**src/wdt_sleep_pkg.sv**
```systemverilog
package wdt_sleep_pkg;

  // Register offsets (not all multiples of four: kept as indices)
  localparam logic [15:0] OPTION_CONTROL_IDX = 16'h0081;
  localparam logic [15:0] CONFIGURATION_WORD_IDX = 16'h2007;
  localparam logic [15:0] CONTROL_IDX = 16'h0100;
  localparam logic [15:0] STATUS_IDX = 16'h0101;
  localparam logic [15:0] WAKE_ENABLE_IDX = 16'h0102;
  localparam logic [15:0] WAKE_FLAG_IDX = 16'h0103;
  localparam logic [17:0] OPTION_CONTROL_ADDR = {OPTION_CONTROL_IDX, 2'b00};
  localparam logic [17:0] CONFIGURATION_WORD_ADDR =
    {CONFIGURATION_WORD_IDX, 2'b00};
  localparam logic [17:0] CONTROL_ADDR = {CONTROL_IDX, 2'b00};
  localparam logic [17:0] STATUS_ADDR = {STATUS_IDX, 2'b00};
  localparam logic [17:0] WAKE_ENABLE_ADDR = {WAKE_ENABLE_IDX, 2'b00};
  localparam logic [17:0] WAKE_FLAG_ADDR = {WAKE_FLAG_IDX, 2'b00};

  // Field positions
  localparam int PRESCALER_ASSIGN_BIT = 3;
  localparam int PRESCALE_RATIO_LSB = 0;
  localparam int WATCHDOG_ENABLE_CFG_BIT = 2;
  localparam int POWERDOWN_STATUS_BIT = 3;
  localparam int TIMEOUT_STATUS_BIT = 4;
  localparam int CTRL_CLEAR_WDT_BIT = 0;
  localparam int CTRL_SLEEP_BIT = 1;
  localparam int CTRL_GIE_BIT = 2;
  localparam int NUM_WAKE_SRC = 10;

  // Reset values
  localparam logic [7:0] OPTION_CONTROL_RST = 8'hFF;
  localparam logic [7:0] CONFIGURATION_WORD_RST = 8'hFF;

  // Timing
  localparam int SYS_CLK_HZ = 200_000_000;
  localparam int INTERNAL_RC_OSC_HZ = 31_250;
  localparam int WDT_PERIOD_US = 16_000;
  localparam int INTERNAL_RC_OSC_DIV = SYS_CLK_HZ / INTERNAL_RC_OSC_HZ;
  localparam int WDT_BASE_TICKS = (WDT_PERIOD_US * (INTERNAL_RC_OSC_HZ / 1_000)) / 1_000;

  typedef struct packed {
    logic paddrOk;
    logic [17:0] paddr;
  } apb_addr_t;

  typedef struct packed {
    logic wdtReset;
    logic wakePulse;
    logic vectorReq;
  } core_event_t;

endpackage
```
**src/watchdog_sleep_wake_control.sv**
```systemverilog
// The APB register port was decided locally.
`timescale 1ns/100ps

// Summary of operation
// - Watchdog counts internal RC ticks; enabling it runs the RC oscillator.
// - Unscaled watchdog times out after the nominal 16 ms base period.
// - Time-out while running issues a watchdog-type device reset.
// - Time-out while asleep wakes the device instead of resetting it.
// - Any watchdog time-out clears the active-low timeout status bit.
// - Cleared watchdog enable configuration bit disables the watchdog.
// - One prescaler shared by timer and watchdog, chosen by assign bit.
// - Clear-watchdog and power-down clear counter and assigned postscaler.
// - Clear-watchdog zeroes prescaler count only while it is assigned to the watchdog, and keeps its assignment.
// - Power-down clears watchdog, clears powerdown bit, sets timeout bit.
// - Ports hold their pre-sleep drive state during power-down.
// - Master-clear resets; watchdog or enabled interrupt only resumes.
// - Powerdown status bit set at power-up, cleared by real power-down.
// - Only the listed asynchronous peripheral interrupts may wake; SLEEP_CAPABLE lists all 10 sources, so any enabled source wakes.
// - Next instruction is prefetched while power-down executes.
// - Wake needs the source enable set, regardless of global enable.
// - After wake run next instruction, then vector if global enable set.
// - Pending enabled interrupt makes power-down a no-operation.
// - Interrupt during power-down: complete it fully, then wake at once.
module watchdog_sleep_wake_control #(
  parameter int INTERNAL_RC_OSC_DIV = wdt_sleep_pkg::INTERNAL_RC_OSC_DIV,
  parameter int WDT_BASE_TICKS = wdt_sleep_pkg::WDT_BASE_TICKS,
  parameter int PORT_WIDTH = 16
) (
  input wire logic sys_clk,
  input wire logic rst,
  input wire logic psel,
  input wire logic penable,
  input wire logic pwrite,
  input wire logic [31:0] paddr,
  input wire logic [31:0] pwdata,
  output logic [31:0] prdata,
  output logic pready,
  output logic pslverr,
  input wire logic clearWatchdogInstr,
  input wire logic sleepInstr,
  input wire logic [wdt_sleep_pkg::NUM_WAKE_SRC-1:0] irqFlagIn,
  input wire logic masterClearN,
  input wire logic [PORT_WIDTH-1:0] portOutIn,
  input wire logic [PORT_WIDTH-1:0] portOeIn,
  output logic [PORT_WIDTH-1:0] portOut,
  output logic [PORT_WIDTH-1:0] portOe,
  output logic internalRcOscOn,
  output logic oscDriverOn,
  output logic sleeping,
  output logic watchdogReset,
  output logic wakePulse,
  output logic vectorReq,
  output logic prefetchNext,
  output logic timerPrescaleTick
);

  // Sources that keep a clock in power-down; the rest cannot wake
  localparam logic [wdt_sleep_pkg::NUM_WAKE_SRC-1:0] SLEEP_CAPABLE =
    10'h3FF;

  logic [7:0] optionQ;
  logic [7:0] configQ;
  logic globalIrqEnableQ;
  logic [wdt_sleep_pkg::NUM_WAKE_SRC-1:0] wakeEnableQ;
  logic timeoutStatusNQ;
  logic powerdownStatusNQ;
  logic [1:0] mclrSyncQ;
  logic [wdt_sleep_pkg::NUM_WAKE_SRC-1:0] irqSync1Q;
  logic [wdt_sleep_pkg::NUM_WAKE_SRC-1:0] irqSync2Q;
  logic [15:0] rcDivQ;
  logic [15:0] wdtCountQ;
  logic [7:0] postCountQ;
  logic [PORT_WIDTH-1:0] portOutQ;
  logic [PORT_WIDTH-1:0] portOeQ;
  logic apbWrite;
  logic apbRead;
  logic wdtOn;
  logic prescaleToWdt;
  logic rcTick;
  logic baseExpire;
  logic timeout;
  logic wdtClear;
  logic irqPending;
  logic sleepTaken;
  logic wakeIrq;
  logic [7:0] postLimit;
  wdt_sleep_pkg::apb_addr_t reqAddr;
  wdt_sleep_pkg::core_event_t evQ;

  typedef enum logic [1:0] {RUN, ASLEEP, WAKE_STEP} power_state_t;
  power_state_t stateQ;

  assign reqAddr.paddr = paddr[17:0];
  assign reqAddr.paddrOk = (paddr[31:18] == 14'h0000);
  assign apbWrite = psel && penable && pwrite;
  assign apbRead = psel && !penable && !pwrite;

  assign wdtOn = configQ[wdt_sleep_pkg::WATCHDOG_ENABLE_CFG_BIT];
  assign prescaleToWdt = optionQ[wdt_sleep_pkg::PRESCALER_ASSIGN_BIT];
  assign postLimit = 8'h01 << optionQ[wdt_sleep_pkg::PRESCALE_RATIO_LSB +: 3];
  assign irqPending = |(irqSync2Q & wakeEnableQ & SLEEP_CAPABLE);
  assign sleepTaken = sleepInstr && (stateQ == RUN) && !irqPending;
  assign wdtClear = clearWatchdogInstr || sleepTaken;
  assign rcTick = wdtOn && (rcDivQ == 16'(INTERNAL_RC_OSC_DIV - 1));
  assign baseExpire = rcTick && (wdtCountQ == 16'(WDT_BASE_TICKS - 1));
  assign timeout = baseExpire && !wdtClear &&
    (!prescaleToWdt || (postCountQ == postLimit - 8'h01));
  assign wakeIrq = irqPending && (stateQ == ASLEEP);

  // Pin and interrupt inputs come from other clocks
  always_ff @(posedge sys_clk)
  begin
    if (rst)
    begin
      mclrSyncQ <= 2'b11;
      irqSync1Q <= '0;
      irqSync2Q <= '0;
    end
    else
    begin
      mclrSyncQ <= {mclrSyncQ[0], masterClearN};
      irqSync1Q <= irqFlagIn;
      irqSync2Q <= irqSync1Q;
    end
  end

  // Register writes; configuration is writable for simulation setup
  always_ff @(posedge sys_clk)
  begin
    if (rst)
    begin
      optionQ <= wdt_sleep_pkg::OPTION_CONTROL_RST;
      configQ <= wdt_sleep_pkg::CONFIGURATION_WORD_RST;
      globalIrqEnableQ <= 1'b0;
      wakeEnableQ <= '0;
    end
    else if (apbWrite && reqAddr.paddrOk)
    begin
      unique case (reqAddr.paddr)
        wdt_sleep_pkg::OPTION_CONTROL_ADDR: optionQ <= pwdata[7:0];
        wdt_sleep_pkg::CONFIGURATION_WORD_ADDR: configQ <= pwdata[7:0];
        wdt_sleep_pkg::CONTROL_ADDR:
          globalIrqEnableQ <= pwdata[wdt_sleep_pkg::CTRL_GIE_BIT];
        wdt_sleep_pkg::WAKE_ENABLE_ADDR:
          wakeEnableQ <= pwdata[wdt_sleep_pkg::NUM_WAKE_SRC-1:0];
        default: ;
      endcase
    end
  end

  // RC oscillator divider and watchdog counter
  always_ff @(posedge sys_clk)
  begin
    if (rst || !wdtOn)
      rcDivQ <= 16'h0000;
    else if (rcTick)
      rcDivQ <= 16'h0000;
    else
      rcDivQ <= rcDivQ + 16'h0001;
  end

  always_ff @(posedge sys_clk)
  begin
    if (rst || !wdtOn || wdtClear || timeout)
      wdtCountQ <= 16'h0000;
    else if (baseExpire)
      wdtCountQ <= 16'h0000;
    else if (rcTick)
      wdtCountQ <= wdtCountQ + 16'h0001;
  end

  // Shared prescaler: counts timer ticks or watchdog base periods
  always_ff @(posedge sys_clk)
  begin
    if (rst || (wdtClear && prescaleToWdt) || timeout)
      postCountQ <= 8'h00;
    else if (prescaleToWdt && baseExpire)
      postCountQ <= postCountQ + 8'h01;
    else if (!prescaleToWdt && rcTick)
      postCountQ <= (postCountQ == postLimit - 8'h01) ? 8'h00 :
        postCountQ + 8'h01;
  end

  always_ff @(posedge sys_clk)
  begin
    if (rst)
      timerPrescaleTick <= 1'b0;
    else
      timerPrescaleTick <= !prescaleToWdt && rcTick &&
        (postCountQ == postLimit - 8'h01);
  end

  // Status bits survive a watchdog reset so software can see the cause
  always_ff @(posedge sys_clk)
  begin
    if (rst)
    begin
      timeoutStatusNQ <= 1'b1;
      powerdownStatusNQ <= 1'b1;
    end
    else if (timeout)
      timeoutStatusNQ <= 1'b0;
    else if (sleepTaken)
    begin
      timeoutStatusNQ <= 1'b1;
      powerdownStatusNQ <= 1'b0;
    end
    else if (clearWatchdogInstr)
    begin
      timeoutStatusNQ <= 1'b1;
      powerdownStatusNQ <= 1'b1;
    end
  end

  // Power state machine
  always_ff @(posedge sys_clk)
  begin
    if (rst || !mclrSyncQ[1])
      stateQ <= RUN;
    else
    begin
      unique case (stateQ)
        RUN: if (sleepTaken) stateQ <= ASLEEP;
        ASLEEP: if (wakeIrq || timeout) stateQ <= WAKE_STEP;
        WAKE_STEP: stateQ <= RUN;
      endcase
    end
  end

  always_ff @(posedge sys_clk)
  begin
    if (rst)
      evQ <= '0;
    else
    begin
      evQ.wdtReset <= timeout && (stateQ != ASLEEP);
      evQ.wakePulse <= (stateQ == ASLEEP) && (wakeIrq || timeout);
      evQ.vectorReq <= (stateQ == WAKE_STEP) && globalIrqEnableQ &&
        irqPending;
    end
  end

  // Ports freeze at the power-down instruction
  always_ff @(posedge sys_clk)
  begin
    if (rst)
    begin
      portOutQ <= '0;
      portOeQ <= '0;
    end
    else if (stateQ == RUN && !sleepTaken)
    begin
      portOutQ <= portOutIn;
      portOeQ <= portOeIn;
    end
  end

  always_ff @(posedge sys_clk)
  begin
    if (rst)
    begin
      sleeping <= 1'b0;
      oscDriverOn <= 1'b1;
      internalRcOscOn <= 1'b0;
      prefetchNext <= 1'b0;
    end
    else
    begin
      sleeping <= (stateQ == ASLEEP);
      oscDriverOn <= (stateQ != ASLEEP);
      internalRcOscOn <= wdtOn;
      prefetchNext <= sleepInstr && (stateQ == RUN);
    end
  end

  assign watchdogReset = evQ.wdtReset;
  assign wakePulse = evQ.wakePulse;
  assign vectorReq = evQ.vectorReq;
  assign portOut = portOutQ;
  assign portOe = portOeQ;

  // APB read data is registered in setup; access completes in one cycle
  always_ff @(posedge sys_clk)
  begin
    if (rst)
    begin
      prdata <= 32'h0000_0000;
      pslverr <= 1'b0;
      pready <= 1'b0;
    end
    else
    begin
      pready <= psel && !penable;
      if (psel && !penable)
      begin
        pslverr <= 1'b0;
        prdata <= 32'h0000_0000;
        if (!reqAddr.paddrOk)
          pslverr <= 1'b1;
        else if (apbRead || pwrite)
        begin
          unique case (reqAddr.paddr)
            wdt_sleep_pkg::OPTION_CONTROL_ADDR:
              prdata <= {24'h000000, optionQ};
            wdt_sleep_pkg::CONFIGURATION_WORD_ADDR:
              prdata <= {24'h000000, configQ};
            wdt_sleep_pkg::CONTROL_ADDR:
              prdata <= {29'h0, globalIrqEnableQ, 2'b00};
            wdt_sleep_pkg::STATUS_ADDR:
              prdata <= {27'h0, timeoutStatusNQ, powerdownStatusNQ, 3'b000};
            wdt_sleep_pkg::WAKE_ENABLE_ADDR:
              prdata <= {22'h0, wakeEnableQ};
            wdt_sleep_pkg::WAKE_FLAG_ADDR:
              prdata <= {22'h0, irqSync2Q};
            default: pslverr <= 1'b1;
          endcase
        end
      end
    end
  end

endmodule // watchdog_sleep_wake_control

```
**config.mk**
```make
export PLATFORM = sky130hd
export DESIGN_NAME = watchdog_sleep_wake_control
export DESIGN_NICKNAME = d
export VERILOG_FILES = /design/src/wdt_sleep_pkg.sv /design/src/watchdog_sleep_wake_control.sv
export SDC_FILE = /design/constraint.sdc
export NUM_CORES = 1
export LEC_CHECK = 0
export BUFFER_PORTS_ARGS = -buffer_cell sky130_fd_sc_hd__buf_4
export CAP_MARGIN = 10
export CELL_PAD_IN_SITES_DETAIL_PLACEMENT = 0
export CELL_PAD_IN_SITES_GLOBAL_PLACEMENT = 1
export CORE_ASPECT_RATIO = 0.7
export CORE_MARGIN = 5
export CORE_UTILIZATION = 41
export DETAILED_ROUTE_END_ITERATION = 10
export GPL_TIMING_DRIVEN = 0
export HOLD_SLACK_MARGIN = 0.03
export PLACE_DENSITY = 0.82
export SLEW_MARGIN = 10
export SYNTH_ARGS = -nofsm -noshare
export SYNTH_HDL_FRONTEND = slang
export SYNTH_SLANG_ARGS = --single-unit
```
**constraint.sdc**
```tcl
create_clock -name sys_clk -period 3.75 [get_ports sys_clk]
set_clock_uncertainty 0.15 [all_clocks]
set_input_delay 0.75 -clock sys_clk [delete_from_list [all_inputs] [get_ports sys_clk]]
set_output_delay 0.75 -clock sys_clk [all_outputs]
set_load 0.05 [all_outputs]
```
==> impl_summary.txt, run 1 <==
----------------------------------------------------
[Status]
  Run status ... finished, final reports clean

[Worst setup path]
  Start of the worst register-to-register path ... wakeEnableQ[3]
  Minimum setup slack among reg-to-reg paths ... approximately 0.80 ns
  Largest fanout on the critical path ... 10
  Worst r2r path cells ... 7
  Class of the most critical setup path ... flop to flop
  Category of cells accounting for the largest share of critical-path delay ... compound AO/OA/AOI/OAI gates
  Largest incremental delay on the critical path ... 0.66 ns
  Startpoint type of the worst setup path ... flop
  Worst Path Buf+Inv ... 1
  Data arrival time of the critical path ... approximately 3.1 ns
  Worst path slowest cell ... sky130_fd_sc_hd__a221oi_1
  CP endpoint kind ... flop
  Cells traversed along the worst timing path ... a22o_1 > a221oi_1 > nand2_1 > o21ai_1 > buf_2 > mux2i_1 > nor2_1
  Required time at the endpoint of the critical path ... approximately 4 ns
  Depth of the critical timing path with buffers and inverters included ... 7
  Reg2reg end ... portOut[5]

[Clocking]
  Inserted Clock Buffers ... 17
  Clock insertion delay at the later pin of the skew report ... roughly 0.42 ns
  Maximum level of the CTS H-tree ... 4
  Clock root buffer ... sky130_fd_sc_hd__clkbuf_16
  Clock-pin slew on the worst setup and hold paths ... roughly 0.060 ns
  CTS-repair resized insts ... 0
  TritonCTS clock tree ... done
  Number of buffers inserted for hold repair after clock tree synthesis ... 0
  Number of clock sinks ... roughly 150
  Number of post-CTS setup repair buffers ... 0
  Clock Tree Buf Depth ... 2

[Synth]
  Count of distinct cell types in the synthesized netlist ... 56
  Number of synthesized register bits ... 145
  Post-synth EDFFs ... 0
  Synth Instances ... approximately 670
  Top-area cell type share of the netlist area ... roughly 47%
  Fraction of the yosys area taken by sequential cells ... a little under half
  Area of the mapped netlist ... approximately 6200 um2
  Share of synthesized registers carrying an async set or reset ... 0%
  Synthesis warning total ... 0
  Avg Synthesized Cell Area ... approximately 9.3 um2
  Top flip-flop cell by instance count after synthesis ... sky130_fd_sc_hd__dfxtp_1
  Largest cells by area after synthesis ... sky130_fd_sc_hd__dfxtp_1 (47%), sky130_fd_sc_hd__mux2i_1 (8.4%), sky130_fd_sc_hd__nor2_1 (6.0%), sky130_fd_sc_hd__nor2b_1 (4.3%), sky130_fd_sc_hd__xor2_1 (3.0%)
  Top cell type by total area after synthesis ... sky130_fd_sc_hd__dfxtp_1

[Routing]
  Detail-routed via count per cell ... 5.05
  Number of optimization iterations in the first detailed-route pass ... 5
  Total length of routed wires ... about 16 mm
  Routed wire length per instance ... 15.5 um
  Count of nets left with antenna violations after detail routing ... 0
  Number of DRC violations after detailed routing ... 0
  Total vias in the final route ... roughly 5300
  Violation count after the first detailed-routing iteration ... between 400 and 500

[Timing]
  Unrepaired setup endpoints after global routing ... no
  Actual slew at the worst max-slew pin ... 0.855 ns
  Setup Total Neg Slack ... 0 ns
  Setup violators final ... 0
  Max-slew violation total from the final report ... 0
  Total count of hold-check failures in the final report ... 0
  Period minus WS final ... ~2.9 ns
  Post-route fraction of the period consumed by the critical path ... slightly below 80%
  Fmax ... between 0.3 and 0.4 GHz
  Max-slew headroom ... 42.5%

[Pwr]
  Switching power total ... a little under 1 mW
  Clock power share ... a little over two fifths
  Relative contribution of sequential cells to total power ... between 40% and 50%
  Worst supply voltage drop on vdd ... 0.329 mV
  P_leak ... roughly 3.4 nW
  Combinational Power Share ... around 13%
  Internal Pwr Total ... between 2 and 3 mW
  Switching share of power ... between 20% and 30%
  Cell Pwr Density ... about 450 nW/um2

[Flow run]
  Number of max-capacitance violations reported ... 0

[Global route]
  Peak-usage layer in the global routing report ... met2
  Aggregate global-route resource usage ... a little under a fifth
  Vias in the first global route ... roughly 5100
  Met2 Resource Use GR ... between 20% and 30%
  GRT met3 Usage ... roughly 4.9%
  Pin count of the biggest net entering global routing ... 17
  GR Layer Usage met1 ... about a quarter
  Global-route wire length before repair ... 25.8 mm
  Global route total overflow ... 0
  Antenna violations before repair ... 0

[Final layout]
  Finished layout cell area ... 8150 um2
  Area added between synthesis and finish ... 31.7%
  Layout cell share with drive strength beyond 1 ... about a quarter
  Area taken by flip-flops and latches ... roughly 2900 um2
  Fill cell instance count of the final layout ... 1345
  Antenna cell count ... 0
  Multi-input logic area ... ~3000 um2
  Post-layout net count ... around 970

[Placed design]
  Placed Instance Area ... about 7600 um2
  Placer's final routability congestion estimate ... 0.869
  Detailed placement HPWL ... 12.6 mm
  Number of buffer cells added on primary ports ... ~140

[Floorplan]
  Site row count ... 37
  Overall die height ... about 110 um
  CORE AREA ... ~15000 um2
  Starting Density ... 41.9%
  # IOs ... 188
  Area enclosed by the die boundary ... 17700 um2
  Die X-Extent ... around 160 um

[Min path]
  Worst min path class ... flop to flop
  Worst Hold Path EP ... mclrSyncQ[1]
  Hold path start ... mclrSyncQ[0]
  Min-Delay Path Depth ... 1

----------------------------------------------------
[cells by family (layout without fill, tap and decap cells)]
kind of cell / Yosys count / count (layout) / synth area share (%)
AOI/OAI and AO/OA: 89 / 89 / 10.1
buffers and inverters: 64 / 237 / 5.58
adders and majority gates: 6 / 6 / 1.21
and+or+nand+nor: 276 / 276 / 23.0
muxes: 54 / 54 / 8.77
other: 1 / 22 / 0.0606
DFF: 145 / 145 / 46.9
xor gates and xnor gates: 31 / 31 / 4.39
[cell usage after synthesis, types with 10 or more instances]
| library cell | count |
|---|---|
| sky130_fd_sc_hd__o21ai_0 | 18 |
| sky130_fd_sc_hd__nor2_1 | 99 |
| sky130_fd_sc_hd__a211o_1 | 17 |
| sky130_fd_sc_hd__clkbuf_1 | 23 |
| sky130_fd_sc_hd__buf_4 | 24 |
| sky130_fd_sc_hd__and3_1 | 10 |
| sky130_fd_sc_hd__mux2i_1 | 52 |
| sky130_fd_sc_hd__nand2_1 | 29 |
| sky130_fd_sc_hd__a22oi_1 | 15 |
| sky130_fd_sc_hd__nand4_1 | 17 |
| sky130_fd_sc_hd__nor3_1 | 12 |
| sky130_fd_sc_hd__nor2b_1 | 43 |
| sky130_fd_sc_hd__xnor2_1 | 10 |
| sky130_fd_sc_hd__nor4_1 | 12 |
| sky130_fd_sc_hd__a21oi_1 | 15 |
| sky130_fd_sc_hd__nand3_1 | 13 |
| sky130_fd_sc_hd__xor2_1 | 21 |
| sky130_fd_sc_hd__dfxtp_1 | 145 |
[area by class of cell]
class / instances / area share [%]
sequential: 145 / 35.6
clock buffer: 19 / 5.56
clock inverter: 13 / 1.55
inverter: 9 / 0.414
buffer: 55 / 3.82
tap: 195 / 2.99
multi-input combinational: 478 / 37.1
timing repair buffer: 141 / 13.0
[power by group through the flow]
stage / registers, mW / logic (mW) / clock network [mW]
floorplan: 1.75 / 0.195 / 0
global placement: 1.64 / 0.460 / 0
detailed placement: 1.65 / 0.467 / 0
CTS: 1.61 / 0.468 / 1.67
global route: 1.62 / 0.495 / 1.75
finish: 1.61 / 0.466 / 1.63
[metrics by stage]
step	cells	hold slack [ns]	setup slack (ns)	power (mW)	util (%)
final	1055	0.256	0.804	3.71	55.2
after CTS	1055	0.257	0.808	3.75	55.2
after floorplan	687	0.239	1.06	1.94	-
after global routing	1055	0.297	0.543	3.86	55.2
after global placement	1023	0.247	0.424	2.11	51.3
after detailed placement	1023	0.243	0.413	2.11	51.3
[layout by cell type, fill, tap and decap left out, types with 9 or more instances in the layout]
cell                        synthesis  routed
sky130_fd_sc_hd__a211o_1           17      17
sky130_fd_sc_hd__conb_1             1      22
sky130_fd_sc_hd__nand2_1           29      29
sky130_fd_sc_hd__nor2_1            99      99
sky130_fd_sc_hd__buf_4             24     165
sky130_fd_sc_hd__clkbuf_1          23      23
sky130_fd_sc_hd__nor4_1            12      12
sky130_fd_sc_hd__a22oi_1           15      15
sky130_fd_sc_hd__or3_1              9       9
sky130_fd_sc_hd__xnor2_1           10      10
sky130_fd_sc_hd__and3_1            10      10
sky130_fd_sc_hd__clkbuf_16          0      17
sky130_fd_sc_hd__nor3_1            12      12
sky130_fd_sc_hd__nand3_1           13      13
sky130_fd_sc_hd__a21oi_1           15      15
sky130_fd_sc_hd__nor2b_1           43      43
sky130_fd_sc_hd__xor2_1            21      21
sky130_fd_sc_hd__o21ai_0           18      18
sky130_fd_sc_hd__inv_1              9       9
sky130_fd_sc_hd__nand4_1           17      17
sky130_fd_sc_hd__mux2i_1           52      52
sky130_fd_sc_hd__dfxtp_1          145     145
[routing by layer]
layer	vias up	share of wire, %
met5	-	0
li1	2659	-
met4	0	1.5
met2	153	47
met3	20	6.3
met1	2496	45
[registers in the layout (all words and copies together) (netlist names), 2 cells and up]
signal	count
configQ	8
irqSync2Q	10
stateQ	2
portOut	16
optionQ	8
wdtCountQ	16
rcDivQ	16
portOe	16
mclrSyncQ	2
prdata	10
irqSync1Q	10
wakeEnableQ	10
postCountQ	8
[worst reg2reg max path, delay by kind of cell (launching register included)]
kind | cells | cell delay (ns)
AND/OR/NAND/NOR | 2 | 0.21
AO/OA/AOI/OAI | 3 | 1.44
buffers and inverters | 1 | 0.41
flip-flops | 1 | 0.34
multiplexers | 1 | 0.28
[worst max-delay path by stage]
| stage | start | to | slack [ns] |
|---|---|---|---|
| floorplan | paddr[3] | optionQ[6] | 1.06 |
| global placement | paddr[13] | optionQ[6] | 0.42 |
| detailed placement | paddr[7] | optionQ[5] | 0.41 |
| CTS | irqSync2Q[8] | portOe[15] | 0.81 |
| global route | irqSync2Q[8] | portOut[8] | 0.54 |
| finish | wakeEnableQ[3] | portOut[5] | 0.80 |
Power figures use the tool's default switching activity.
==> inputs of run 2 (changes only) <==
--- a/config.mk
+++ b/config.mk
@@ -5,17 +5,18 @@
 export SDC_FILE = /design/constraint.sdc
 export NUM_CORES = 1
 export LEC_CHECK = 0
+export ABC_AREA = 1
 export BUFFER_PORTS_ARGS = -buffer_cell sky130_fd_sc_hd__buf_4
 export CAP_MARGIN = 10
 export CELL_PAD_IN_SITES_DETAIL_PLACEMENT = 0
 export CELL_PAD_IN_SITES_GLOBAL_PLACEMENT = 1
 export CORE_ASPECT_RATIO = 0.7
 export CORE_MARGIN = 5
-export CORE_UTILIZATION = 41
+export CORE_UTILIZATION = 33
 export DETAILED_ROUTE_END_ITERATION = 10
 export GPL_TIMING_DRIVEN = 0
 export HOLD_SLACK_MARGIN = 0.03
-export PLACE_DENSITY = 0.82
+export PLACE_DENSITY = 0.73
 export SLEW_MARGIN = 10
 export SYNTH_ARGS = -nofsm -noshare
 export SYNTH_HDL_FRONTEND = slang
==> constraint.sdc (replaced) <==
create_clock -name sys_clk -period 2.7 [get_ports sys_clk]
set_clock_uncertainty 0.15 [all_clocks]
set_input_delay 0.54 -clock sys_clk [delete_from_list [all_inputs] [get_ports sys_clk]]
set_output_delay 0.54 -clock sys_clk [all_outputs]
set_load 0.05 [all_outputs]
==> impl_summary.txt, run 2 <==
----------------------------------------------------
[Timing]
  Post-route fraction of the period consumed by the critical path ... 80.7% (was 78.6%)
  Slack of the critical path ... 0.522 ns (was 0.804 ns)
  Period minus WS final ... 2.18 ns (was 2.95 ns)
  Max-slew headroom ... 57.5% (was 42.5%)
  Setup violators final ... 0 (unchanged)
  Total count of hold-check failures in the final report ... 0 (unchanged)
  Actual slew at the worst max-slew pin ... 0.638 ns (was 0.855 ns)
  Setup Total Neg Slack ... 0 ns (unchanged)
  Max-slew violation total from the final report ... 0 (unchanged)
  Fmax ... 0.459 GHz (was 0.339 GHz)
  Unrepaired setup endpoints after global routing ... no (unchanged)

[Pwr]
  Relative contribution of sequential cells to total power ... 35.8% (was 43.5%)
  P_leak ... 4.05 nW (was 3.41 nW)
  Clock power share ... 32.6% (was 43.9%)
  Internal Pwr Total ... 4.36 mW (was 2.73 mW)
  Worst supply voltage drop on vdd ... 0.443 mV (was 0.329 mV)
  Combinational Power Share ... 31.6% (was 12.6%)
  Cell Pwr Density ... 814 nW/um2 (was 455 nW/um2)
  Switching power total ... 2.75 mW (was 0.982 mW)
  Switching share of power ... 38.7% (was 26.5%)

[Routing]
  Number of DRC violations after detailed routing ... 0 (unchanged)
  Number of optimization iterations in the first detailed-route pass ... 5 (unchanged)
  Total length of routed wires ... 18.5 mm (was 16.4 mm)
  Total vias in the final route ... 6262 (was 5328)
  Violation count after the first detailed-routing iteration ... 412 (was 410)
  Detail-routed via count per cell ... 4.45 (was 5.05)
  Count of nets left with antenna violations after detail routing ... 0 (unchanged)
  Routed wire length per instance ... 13.1 um (was 15.5 um)

[Floorplan]
  Site row count ... 43 (was 37)
  Die X-Extent ... 180 um (was 157 um)
  # IOs ... 188 (unchanged)
  Overall die height ... 129 um (was 113 um)
  Area enclosed by the die boundary ... 23200 um2 (was 17700 um2)
  Starting Density ... 33.6% (was 41.9%)
  CORE AREA ... 19900 um2 (was 14800 um2)

[Synth]
  Area of the mapped netlist ... 6680 um2 (was 6190 um2)
  Avg Synthesized Cell Area ... 7.09 um2 (was 9.30 um2)
  Fraction of the yosys area taken by sequential cells ... 43.5% (was 46.9%)
  Top-area cell type share of the netlist area ... 43.5% (was 46.9%)
  Largest cells by area after synthesis ... sky130_fd_sc_hd__dfxtp_1 (43%), sky130_fd_sc_hd__nand2_1 (10%), sky130_fd_sc_hd__nor2_1 (9.5%), sky130_fd_sc_hd__inv_1 (6.5%), sky130_fd_sc_hd__o21ai_0 (5.1%) (was sky130_fd_sc_hd__dfxtp_1 (47%), sky130_fd_sc_hd__mux2i_1 (8.4%), sky130_fd_sc_hd__nor2_1 (6.0%), sky130_fd_sc_hd__nor2b_1 (4.3%), sky130_fd_sc_hd__xor2_1 (3.0%))
  Number of synthesized register bits ... 145 (unchanged)
  Count of distinct cell types in the synthesized netlist ... 41 (was 56)
  Most used standard cells in the synthesized netlist ... sky130_fd_sc_hd__nand2_1 (182), sky130_fd_sc_hd__nor2_1 (169), sky130_fd_sc_hd__dfxtp_1 (145) (was sky130_fd_sc_hd__dfxtp_1 (145), sky130_fd_sc_hd__nor2_1 (99), sky130_fd_sc_hd__mux2i_1 (52))
  Share of synthesized registers carrying an async set or reset ... 0% (unchanged)
  Synth Instances ... 942 (was 666)
  Top cell type by total area after synthesis ... sky130_fd_sc_hd__dfxtp_1 (unchanged)
  Synthesis warning total ... 0 (unchanged)
  Post-synth EDFFs ... 0 (unchanged)
  Most frequently used cell type in the post-synthesis netlist ... sky130_fd_sc_hd__nand2_1 (was sky130_fd_sc_hd__dfxtp_1)
  Top flip-flop cell by instance count after synthesis ... sky130_fd_sc_hd__dfxtp_1 (unchanged)

[Clocking]
  Clock-pin slew on the worst setup and hold paths ... 0.06 ns (about the same)
  TritonCTS clock tree ... done (unchanged)
  CTS-repair resized insts ... 0 (unchanged)
  Maximum level of the CTS H-tree ... 4 (unchanged)
  Clock root buffer ... sky130_fd_sc_hd__clkbuf_16 (unchanged)
  Number of buffers inserted for hold repair after clock tree synthesis ... 0 (unchanged)
  Number of post-CTS setup repair buffers ... 0 (unchanged)
  Inserted Clock Buffers ... 17 (unchanged)
  Clock Tree Buf Depth ... 2 (unchanged)
  Number of clock sinks ... 145 (unchanged)
  Clock insertion delay at the later pin of the skew report ... 0.42 ns (about the same)

[Min path]
  Min-Delay Path Depth ... 2 (was 1)
  Hold path start ... masterClearN (was mclrSyncQ[0])
  Worst Hold Path EP ... mclrSyncQ[0] (was mclrSyncQ[1])
  Worst min path class ... input pin to flop (was flop to flop)

[Worst setup path]
  Required time at the endpoint of the critical path ... 2.86 ns (was 3.89 ns)
  Cell type with the highest occurrence count on the critical path ... sky130_fd_sc_hd__nor3_1
  CP endpoint kind ... flop (unchanged)
  Cells traversed along the worst timing path ... ha_1 > nand2_1 > nor2_4 > nand3_2 > inv_2 > nand2_4 > nor3_1 > nand4_1 > nor3_1 > nor2_1 (was a22o_1 > a221oi_1 > nand2_1 > o21ai_1 > buf_2 > mux2i_1 > nor2_1)
  Class of the most critical setup path ... flop to flop (unchanged)
  Reg2reg end ... wdtCountQ[11] (was portOut[5])
  Minimum setup slack among reg-to-reg paths ... 0.52 ns (was 0.80 ns)
  Worst path slowest cell ... sky130_fd_sc_hd__dfxtp_1 (was sky130_fd_sc_hd__a221oi_1)
  Start of the worst register-to-register path ... rcDivQ[0] (was wakeEnableQ[3])
  Largest incremental delay on the critical path ... 0.36 ns (was 0.66 ns)
  Worst r2r path cells ... 10 (was 7)
  Largest fanout on the critical path ... 6 (was 10)
  Data arrival time of the critical path ... 2.34 ns (was 3.09 ns)
  Startpoint type of the worst setup path ... flop (unchanged)

[Final layout]
  Leading cell types in the layout, fill and taps excluded ... sky130_fd_sc_hd__nand2_1 (182), sky130_fd_sc_hd__nor2_1 (169), sky130_fd_sc_hd__buf_4 (166) (was sky130_fd_sc_hd__buf_4 (165), sky130_fd_sc_hd__dfxtp_1 (145), sky130_fd_sc_hd__nor2_1 (99))
  Final design utilization ... 44.0% (was 55.2%)
  Multi-input logic area ... 3100 um2 (was 3020 um2)
  Area added between synthesis and finish ... 30.9% (was 31.7%)
  Commonest non-fill, non-tap cell in the layout ... sky130_fd_sc_hd__nand2_1 (was sky130_fd_sc_hd__buf_4)
  Fill cell instance count of the final layout ... 2082 (was 1345)
  Post-layout net count ... 1245 (was 967)
  Finished layout cell area ... 8740 um2 (was 8150 um2)
  Post-layout instance count excluding filler cells ... 1408 (was 1055)
  Area taken by flip-flops and latches ... 2900 um2 (unchanged)
  Antenna cell count ... 0 (unchanged)
  Layout cell share with drive strength beyond 1 ... 21.2% (was 24.5%)

[Global route]
  Vias in the first global route ... 6014 (was 5106)
  Global-route wire length before repair ... 30.2 mm (was 25.8 mm)
  Pin count of the biggest net entering global routing ... 17 (unchanged)
  Antenna violations before repair ... 0 (unchanged)
  Aggregate global-route resource usage ... 16.0% (was 18.2%)
  Global route total overflow ... 0 (unchanged)

[Placed design]
  Setup Slack @ Placement ... 0.178 ns (was 0.413 ns)
  Detailed placement HPWL ... 14.3 mm (was 12.6 mm)
  Placer's final routability congestion estimate ... 0.809 (was 0.869)
  Placed Instance Area ... 8170 um2 (was 7570 um2)
  Number of buffer cells added on primary ports ... 143 (was 141)
  Cell count after placement ... 1376 (was 1023)

[Flow run]
  Number of max-capacitance violations reported ... 0 (unchanged)

[Status]
  Run status ... finished, final reports clean (unchanged)

----------------------------------------------------
## run 2: how the worst max path moves through the flow
stage / start / endpoint / slack, ns / depth (start not counted)
3_5_place_dp: paddr[29] / wakeEnableQ[1] / 0.18 / 9
2_1_floorplan: paddr[29] / wakeEnableQ[1] / 0.66 / 8
6_report: rcDivQ[0] / wdtCountQ[11] / 0.52 / 10
3_3_place_gp: paddr[29] / wakeEnableQ[2] / 0.19 / 9
4_1_cts: rcDivQ[0] / rcDivQ[3] / 0.48 / 9
5_1_grt: rcDivQ[0] / postCountQ[0] / 0.21 / 12
## run 2: per-stage QoR
stage	hold WS, ns	power (mW)
4_1_cts	0.148	7.20
6_report	0.161	7.11
5_1_grt	0.149	7.49
3_3_place_gp	0.243	4.85
2_1_floorplan	0.238	4.14
3_5_place_dp	0.243	4.86
## run 2: critical path: cells and delay by family (launching register included)
kind          cells  cell delay, ns
fa+ha+maj         1            0.18
buf+inv           1            0.13
simple gates      8            1.24
flops             1            0.36
## run 2: power groups by stage
stage | sequential, mW | combinational, mW | clock [mW]
global route | 2.58 | 2.44 | 2.48
detailed placement | 2.60 | 2.26 | 0
floorplan | 3.40 | 0.741 | 0
finish | 2.55 | 2.25 | 2.32
CTS | 2.55 | 2.27 | 2.38
global placement | 2.59 | 2.26 | 0
## run 2: layer usage
| metal | share of wire, % | GRT usage, % | up-vias |
|---|---|---|---|
| li1 | - | - | 3325 |
| met1 | 53 | 23.9 | 2752 |
| met2 | 40 | 23.2 | 176 |
| met3 | 6.2 | 3.90 | 9 |
| met4 | 0.73 | 3.73 | 0 |
| met5 | 0 | 0 | - |
## run 2: kinds of logic after synthesis
kind of cell    share of synthesized area (%)
flops                                    43.5
simple gates                             31.5
other cells                            0.0561
fa+ha+maj                                1.12
xor+xnor                                 1.57
compound gates                           11.0
buf+inv                                  11.3
## run 2: cell type report
class | count | share of cell area (%)
Buffer | 51 | 3.53
Multi-Input combinational cell | 648 | 35.5
Tap cell | 270 | 3.86
Clock inverter | 15 | 1.70
Timing Repair Buffer | 143 | 12.3
Sequential cell | 145 | 33.2
Clock buffer | 17 | 4.86
Inverter | 119 | 5.11
